### src/adc_port_map.svh
/*
  constants of the converter output port: widths, latency, fifo depth, timing.
  assumes inclusion by bare name from the package and the top module.
*/
// Function
// - new result every sample clock, out 2.5 clock cycles after its sample edge
// - data pins driven only while active-low output enable is low, else floating
// - msb invert high flips the top bit for two's complement, low gives binary
// - sample strobe output is a delayed copy of the sample clock
// - result is a twelve-bit word, bit eleven msb, bit zero lsb
// - unconnected output enable or msb invert reads as low
`ifndef ADC_PORT_MAP_SVH
`define ADC_PORT_MAP_SVH
`define RESULT_WIDTH      12
`define RESULT_MSB        11
`define LATENCY_HALVES    5
`define FIFO_DEPTH        32
`define FIFO_AW           5
`define SAMPLE_MAX_MHZ    2
`define REF_CLK_MHZ       250
`define MIN_HALF_CYCLES   ((`REF_CLK_MHZ + 2 * `SAMPLE_MAX_MHZ - 1) / (2 * `SAMPLE_MAX_MHZ))
`endif

### src/adc_port_pkg.sv
/*
  types of the converter output port.
  assumes adc_port_map.svh is reachable by bare name.
*/
`default_nettype none
`include "adc_port_map.svh"
package adc_port_pkg;
  typedef logic [`RESULT_WIDTH-1:0] result_t;
  // data pin bundle: values and active-low enables per bit
  typedef struct packed {
    result_t data;
    result_t oe_n;
  } pins_t;
endpackage : adc_port_pkg
`default_nettype wire

### src/adc_parallel_output_port.sv
/*
  output side of a 12-bit pipelined converter: result stream through a fifo,
  a latency pipe on sample clock edges, coding select, three-state data port.
  a word popped at a filtered sample clock rise moves one stage on each of the
  next two rises and reaches the pins at the fall after the second one: two and
  a half sample periods after its sampling edge. no high impedance value is
  made here; result_oe_n tells the pad ring which bits to release.
  assumes sample_clk arrives from a pin asynchronous to ref_clk, well below
  half the ref_clk rate; conversion words arrive on the ref_clk domain.
*/
`timescale 1ns/10ps
`default_nettype none
`include "adc_port_map.svh"

// small fifo with valid/ready on both sides
module result_fifo #(
  parameter int WIDTH = `RESULT_WIDTH,
  parameter int DEPTH = `FIFO_DEPTH,
  parameter int AW    = `FIFO_AW
) (
  // clock and reset
  input  wire logic             clk,
  input  wire logic             rst_n,
  // fill side
  input  wire logic             in_valid,
  output logic                  in_ready,
  input  wire logic [WIDTH-1:0] in_data,
  // drain side
  output logic                  out_valid,
  input  wire logic             out_ready,
  output logic      [WIDTH-1:0] out_data
);
  typedef struct packed {
    logic [AW-1:0] wr;
    logic [AW-1:0] rd;
    logic [AW:0]   cnt;
    logic          rdy;
  } fifo_st_t;
  fifo_st_t         st_ff;
  fifo_st_t         nxt_st;
  logic [WIDTH-1:0] mem [DEPTH];
  logic             push;
  logic             pop;

  assign in_ready  = st_ff.rdy;
  assign out_valid = (st_ff.cnt != '0);
  assign out_data  = mem[st_ff.rd];
  assign push      = in_valid && in_ready;
  assign pop       = out_valid && out_ready;

  // pointer and count update
  always_comb begin
    nxt_st = st_ff;
    if (push) nxt_st.wr = st_ff.wr + 1'b1;
    if (pop) nxt_st.rd = st_ff.rd + 1'b1;
    nxt_st.cnt = st_ff.cnt + (AW+1)'(push) - (AW+1)'(pop);
    // ready is registered so the fill side sees a flop, not a compare
    nxt_st.rdy = (nxt_st.cnt != (AW+1)'(DEPTH));
  end

  always_ff @(posedge clk or negedge rst_n) begin
    if (!rst_n) st_ff <= '0;
    else st_ff <= nxt_st;
  end

  // storage has no reset
  always_ff @(posedge clk) begin
    if (push) mem[st_ff.wr] <= in_data;
  end

  // count never passes the depth
  a_fifo_bound: assert property (@(posedge clk) disable iff (!rst_n)
    st_ff.cnt <= (AW+1)'(DEPTH))
    else $error("fifo count above depth");
  // a full fifo refuses further words
  a_fifo_refuse: assert property (@(posedge clk) disable iff (!rst_n)
    (st_ff.cnt == (AW+1)'(DEPTH)) |-> !in_ready)
    else $error("full fifo still ready");
endmodule : result_fifo

module adc_parallel_output_port (
  // clock and reset
  input  wire logic                ref_clk,
  input  wire logic                resetn,
  // sample clock and pin controls from outside
  input  wire logic                sample_clk,
  input  wire logic                output_enable_n,
  input  wire logic                msb_invert_select,
  // conversion words from the core
  input  wire logic                conv_valid,
  output logic                     conv_ready,
  input  wire adc_port_pkg::result_t conv_data,
  // three-state data port
  output adc_port_pkg::result_t    result_out,
  output adc_port_pkg::result_t    result_oe_n,
  // sample instant strobe
  output logic                     sample_strobe
);
  typedef struct packed {
    logic [1:0]            rst_sync;
    logic [2:0]            clk_sync;
    logic [2:0]            oe_sync;
    logic [2:0]            inv_sync;
    logic                  clk_lvl;
    logic                  oe_lvl;
    logic                  inv_lvl;
    logic                  strobe;
    logic                  take;
    adc_port_pkg::result_t pipe0;
    adc_port_pkg::result_t pipe1;
    adc_port_pkg::result_t pipe2;
    adc_port_pkg::pins_t   pins;
  } top_st_t;
  top_st_t               st_ff;
  top_st_t               nxt_st;
  logic                  rst_n;
  logic                  q_valid;
  adc_port_pkg::result_t q_data;
  logic                  rise;
  logic                  fall;
  adc_port_pkg::result_t coded;

  assign rst_n = st_ff.rst_sync[1];

  result_fifo #(
    .WIDTH (`RESULT_WIDTH),
    .DEPTH (`FIFO_DEPTH),
    .AW    (`FIFO_AW)
  ) u_fifo (
    .clk       (ref_clk),
    .rst_n     (rst_n),
    .in_valid  (conv_valid),
    .in_ready  (conv_ready),
    .in_data   (conv_data),
    .out_valid (q_valid),
    .out_ready (st_ff.take),
    .out_data  (q_data)
  );

  // edges of sample clock once stages two and three agree
  assign rise = (st_ff.clk_sync[2:1] == 2'b11) && !st_ff.clk_lvl;
  assign fall = (st_ff.clk_sync[2:1] == 2'b00) && st_ff.clk_lvl;

  // coding select on the top bit
  always_comb begin
    coded = st_ff.pipe2;
    coded[`RESULT_MSB] = st_ff.pipe2[`RESULT_MSB] ^ st_ff.inv_lvl;
  end

  // next state: input filters, edge tracking, latency pipe, pins
  always_comb begin
    nxt_st = st_ff;
    nxt_st.rst_sync = {st_ff.rst_sync[0], 1'b1};
    nxt_st.clk_sync = {st_ff.clk_sync[1:0], sample_clk};
    nxt_st.oe_sync  = {st_ff.oe_sync[1:0], output_enable_n};
    nxt_st.inv_sync = {st_ff.inv_sync[1:0], msb_invert_select};
    if (rise || fall) nxt_st.clk_lvl = !st_ff.clk_lvl;
    if (st_ff.oe_sync[2] == st_ff.oe_sync[1]) nxt_st.oe_lvl = st_ff.oe_sync[2];
    if (st_ff.inv_sync[2] == st_ff.inv_sync[1]) nxt_st.inv_lvl = st_ff.inv_sync[2];
    nxt_st.strobe = nxt_st.clk_lvl;
    nxt_st.take = 1'b0;
    // sample at rise 0, one stage per rise, pins at the fall after rise 2:
    // five half cycles from the sampling edge; shifting on falls as well
    // would land the word a whole sample period early
    if (rise) begin
      nxt_st.take  = q_valid;
      nxt_st.pipe0 = q_valid ? q_data : st_ff.pipe0;
      nxt_st.pipe1 = st_ff.pipe0;
      nxt_st.pipe2 = st_ff.pipe1;
    end
    if (fall) nxt_st.pins.data = coded;
    nxt_st.pins.oe_n = {`RESULT_WIDTH{st_ff.oe_lvl}};
  end

  // one register for the whole state, cleared by the pin reset
  always_ff @(posedge ref_clk or negedge resetn) begin
    if (!resetn) st_ff <= '0; // zero means enabled, binary
    else st_ff <= nxt_st;
  end

  assign result_out    = st_ff.pins.data;
  assign result_oe_n   = st_ff.pins.oe_n;
  assign sample_strobe = st_ff.strobe;

  // port enable follows the filtered enable level
  a_port_enable: assert property (@(posedge ref_clk) disable iff (!rst_n)
    $changed(st_ff.oe_lvl) |=> (result_oe_n == {`RESULT_WIDTH{$past(st_ff.oe_lvl)}}))
    else $error("port enable does not follow output enable");
  // strobe tracks the filtered sample clock
  a_strobe_copy: assert property (@(posedge ref_clk) disable iff (!rst_n)
    rise |=> sample_strobe)
    else $error("strobe missed sample edge");
  // top bit flips with invert select
  a_msb_code: assert property (@(posedge ref_clk) disable iff (!rst_n)
    fall |=> (result_out[`RESULT_MSB] == ($past(st_ff.pipe2[`RESULT_MSB]) ^ $past(st_ff.inv_lvl))))
    else $error("msb coding wrong");
  // lower bits pass unchanged
  a_low_bits: assert property (@(posedge ref_clk) disable iff (!rst_n)
    fall |=> (result_out[`RESULT_MSB-1:0] == $past(st_ff.pipe2[`RESULT_MSB-1:0])))
    else $error("low bits altered");
  // output changes only after a falling sample edge
  a_update_edge: assert property (@(posedge ref_clk) disable iff (!rst_n)
    $changed(result_out) |-> $past(fall))
    else $error("output changed off edge");
  // strobe drops with the filtered sample clock
  a_strobe_fall: assert property (@(posedge ref_clk) disable iff (!rst_n)
    fall |=> !sample_strobe)
    else $error("strobe missed falling edge");
  // a word leaves the fifo only after a rise
  a_take_rise: assert property (@(posedge ref_clk) disable iff (!rst_n)
    st_ff.take |-> $past(rise))
    else $error("fifo popped off a rise");
  // every rise with a word waiting pops it
  a_take_pop: assert property (@(posedge ref_clk) disable iff (!rst_n)
    (rise && q_valid) |=> st_ff.take)
    else $error("waiting word not popped");
  // each rise moves the pipe one stage
  a_pipe_step: assert property (@(posedge ref_clk) disable iff (!rst_n)
    rise |=> (st_ff.pipe1 == $past(st_ff.pipe0)) && (st_ff.pipe2 == $past(st_ff.pipe1)))
    else $error("pipe did not step");
  // the pipe holds between rises
  a_pipe_hold: assert property (@(posedge ref_clk) disable iff (!rst_n)
    !rise |=> $stable(st_ff.pipe0) && $stable(st_ff.pipe1) && $stable(st_ff.pipe2))
    else $error("pipe moved off a rise");
endmodule : adc_parallel_output_port
`default_nettype wire

### config.mk
export PLATFORM = sky130hd
export DESIGN_NAME = adc_parallel_output_port
export DESIGN_NICKNAME = d
export VERILOG_FILES = /design/src/adc_port_pkg.sv /design/src/adc_parallel_output_port.sv
export VERILOG_INCLUDE_DIRS = /design/src
export SDC_FILE = /design/constraint.sdc
export NUM_CORES = 1
export LEC_CHECK = 0
export ABC_AREA = 0
export BUFFER_PORTS_ARGS = -buffer_cell sky130_fd_sc_hd__clkbuf_2
export CAP_MARGIN = 20
export CORE_AREA = 2 2 204 186
export DETAILED_ROUTE_END_ITERATION = 10
export DIE_AREA = 0 0 206 188
export PLACE_DENSITY = 0.66
export SYNTH_ARGS = -nofsm -noshare
export SYNTH_HDL_FRONTEND = slang
export SYNTH_SLANG_ARGS = --single-unit
### constraint.sdc
create_clock -name ref_clk -period 1.1 [get_ports ref_clk]
set_clock_uncertainty 0.05 [all_clocks]
set_input_delay 0.22 -clock ref_clk [delete_from_list [all_inputs] [get_ports ref_clk]]
set_output_delay 0.22 -clock ref_clk [all_outputs]
set_load 0.01 [all_outputs]
==> flow_summary.rst <==
.. list-table::
   :header-rows: 1

   * - Metric
     - Value
   * - Run status
     - complete, but fails checks
   * - Failing checks
     - setup timing
   * - Area of placed instances
     - 20800 um^2
   * - Number of flops mapped to enable cells by yosys
     - roughly 380
   * - Worst voltage drop across the vdd grid
     - around 2.1 mV
   * - Remaining number of nets flagged by the antenna check after routing
     - 0
   * - Area of the core
     - 36700 um^2
   * - Worst-skew pair later-pin latency
     - 0.54 ns
   * - Total track usage
     - between 20 and 25%
   * - Fraction of power consumed by sequential logic
     - a little under two fifths
   * - Critical Setup Path Class
     - flop to flop
   * - Final antenna diode count
     - 0
   * - Part of the Yosys area used for sequential elements
     - 75.0%
   * - Peak Freq
     - 385 MHz
   * - Wire length of the first global-routing pass
     - approximately 63 mm
   * - Static leakage power
     - approximately 8.6 nW
   * - Period utilisation layout
     - 236%
   * - Count of distinct cell types in the synthesized netlist
     - 54
   * - CTS sink cnt
     - 465
   * - Quantity of I/O buffers inserted on ports
     - 43
   * - H-tree level count
     - 2
   * - Proportion of layout cells with a drive suffix above 1
     - a little under half
   * - Post-synth design cell area
     - 18100 um^2
   * - Layout Cells excl Fill
     - ~1.7k
   * - Worst Hold Class
     - primary input to flop
   * - HPWL Detailed
     - ~24 mm
   * - Sort of element at the start of the critical path
     - flop
   * - Final Worst Setup Slack
     - -1.50 ns
   * - Worst-case clock buffer depth
     - 3
   * - Vias after detailed routing
     - around 10k
   * - Part of the total power dissipated in the clock network
     - between 20% and 30%
   * - Weighted congestion at the end of routability-driven global placement
     - just over 0.8
   * - Primary FF master, synth
     - edfxtp_1
   * - Inserted Clock Buffers
     - 47
   * - Total number of placement rows
     - 67
   * - Starting utilization of the core area
     - about half
   * - Drt initial violations
     - 944
   * - Post-route total power
     - 0.0618 W
   * - Syn avg cell area
     - around 19 um^2
   * - Placed Instances
     - between 1.5k and 2k
   * - Final instance area
     - ~24000 um^2
   * - Setup Viol. Count Final
     - between 400 and 500
   * - Leading cell type in the layout, fill and taps excluded
     - edfxtp_1
   * - Drt first pass iters
     - 5
   * - Area overhead of the layout relative to synthesis
     - 34.3%
   * - Initial antenna violation count
     - 0
   * - Clock tree from TritonCTS
     - yes
   * - Total nets after synthesis
     - about 1000
   * - Switching portion of total power
     - between 20% and 30%
   * - Remaining Overflow, GRT
     - 0
   * - Post-synth ARST share
     - ~17%
   * - Setup crit end kind
     - flop
   * - # Max-Cap Violations
     - 0
   * - Register cell area after layout
     - 13600 um^2
   * - Yosys warns
     - 0
   * - Peak fanout along the critical path
     - 2
   * - Number of I/O pins
     - 44
   * - Post-synthesis register bit count
     - 465
   * - Worst-path clk slew
     - ~0.06 ns
   * - Die area
     - between 30000 and 40000 um^2
   * - Final Util
     - 66.1%
   * - Arrival time worst endpoint
     - 2.95 ns
   * - Share of the synthesized area in the top cell type
     - between 60% and 70%
   * - Area of combinational cells with multiple inputs
     - 5020 um^2
   * - Critical Path RT
     - ~1.4 ns
   * - Number of fill cells
     - between 2k and 2.5k
   * - Layout Nets
     - roughly 1.3k
   * - Part of the power in combinational logic
     - a little over a third
   * - Maximum number of pins on one net before global-route repair
     - 33
   * - Drc violations
     - 0
   * - Horiz. Die Dim
     - 206 um
   * - Synth area leaders
     - edfxtp_1, dfrtp_1, mux4_2
   * - Sw power
     - about 0.018 W
   * - Height of the die
     - around 190 um
   * - CTS root buffer
     - clkbuf_16
   * - Mean number of vias per cell
     - between 5 and 6
   * - Worst slack, placed
     - -1.66 ns
   * - Min Clock Period, post-route
     - 2.60 ns
   * - Number of pins exceeding their max-slew limit in the final report
     - 0
   * - Routed len/inst
     - 24.5 um
   * - Vias in the first global route
     - approximately 10k
   * - Power Internal
     - roughly 0.043 W
   * - Post-Synthesis Cells
     - between 900 and 1k
   * - Cell Pwr Density
     - 2540 nW/um^2
   * - Most frequent cells in the layout
     - edfxtp_1, buf_4, buf_12, dfrtp_1, mux4_2
   * - Largest area contributor in the netlist
     - edfxtp_1
   * - Number of endpoints with negative hold slack in the final report
     - 0
   * - Routed wire length
     - between 40 and 50 mm
   * - RSZ-0062 raised after global routing
     - true
==> Yosys cell counts, types with 12 or more instances <==
cell,number
a22o_1,12
buf_2,14
buf_4,31
clkbuf_1,21
dfrtp_1,81
edfxtp_1,384
ha_1,13
inv_1,14
mux2_2,47
mux2i_1,60
mux4_2,60
nand2_1,43
nor2_1,51
nor3_1,14
o21ai_0,14
==> final timing paths <==
| check | start | endpoint | slack (ns) | depth (start not counted) |
|---|---|---|---|---|
| max | u_fifo.st_ff[5] | u_fifo.in_ready | -1.50 | 14 |
| min | conv_data[7] | u_fifo.mem[20][7] | 0.06 | 2 |
| max reg2reg | u_fifo.st_ff[5] | u_fifo.in_ready | -1.50 | 14 |
| min reg2reg | rst_n | u_fifo.st_ff[8] | 0.16 | 1 |
| max in group asynchronous | resetn | st_ff[48] | 0.47 | 3 |
| min in group asynchronous | resetn | st_ff[62] | 0.07 | 2 |
==> cell type report <==
| class | count | area share [%] |
|---|---|---|
| Sequential cell | 465 | 55.9 |
| Multi-Input combinational cell | 414 | 20.7 |
| Timing Repair Buffer | 283 | 14.0 |
| Clock buffer | 67 | 5.57 |
| Tap cell | 483 | 2.49 |
| Clock inverter | 19 | 1.14 |
| Inverter | 14 | 0.227 |
==> cell families (layout without fill, tap and decap cells) <==
kind of cell	Yosys count	count (layout)	share of synthesized area (%)
DFF	465	465	75.0
buffers and inverters	86	383	2.65
muxes	168	168	13.8
adders and majority gates	17	17	1.18
AOI/OAI and AO/OA	85	85	3.49
xor gates and xnor gates	11	11	0.533
other	1	1	0.0207
and+or+nand+nor	132	132	3.34
==> power by group through the flow <==
| stage | Combinational [W] | Sequential [W] | Clock, W |
|---|---|---|---|
| floorplan | 0.0116 | 0.0222 | 0 |
| global placement | 0.0163 | 0.0228 | 0 |
| detailed placement | 0.0166 | 0.0229 | 0 |
| CTS | 0.0208 | 0.0226 | 0.0168 |
| global route | 0.0236 | 0.0228 | 0.0176 |
| finish | 0.0224 | 0.0227 | 0.0167 |
==> registers in the layout, indices dropped and copies added (netlist names) <==
signal / count
coded: 11
nxt_st: 8
result_oe_n: 1
result_out: 12
rst_n: 1
sample_strobe: 1
st_ff: 30
u_fifo.in_ready: 1
u_fifo.mem: 384
u_fifo.st_ff: 16
==> per-layer routing <==
layer / routed length (um) / vias to the layer above / track usage, %
li1: - / 4317 / -
met3: 2140 / 63 / 3.44
met2: 21400 / 278 / 35.3
met5: 0 / - / 0
met1: 18400 / 5172 / 32.2
met4: 938 / 0 / 5.60
==> timing repair <==
action,in CTS,in global routing
pin swaps,49,51
hold buffers,4,0
hold endpoints to repair,67,0
gates resized for setup,102,101
setup endpoints to repair,476,477
gates cloned,15,2
buffers inserted,58,31
==> critical path: stages (launching register included) <==
cell,delay (ns)
dfrtp_1,0.37
inv_2,0.08
ha_4,0.12
nor4bb_4,0.33
nor2b_2,0.11
ha_4,0.26
inv_4,0.05
ha_4,0.13
inv_2,0.04
fa_2,0.35
inv_1,0.06
a21oi_1,0.05
o21bai_1,0.16
xor2_1,0.09
nand4bb_1,0.20
==> through the flow <==
stage	hold WS, ns	setup TNS (ns)
2_1_floorplan	-0.126	-188.90
3_3_place_gp	0.0862	-248.01
3_5_place_dp	0.0876	-250.07
4_1_cts	0.0426	-341.90
5_1_grt	0.0595	-332.10
6_report	0.0557	-314.00
Note: power is estimated with default switching activity, not from simulation.
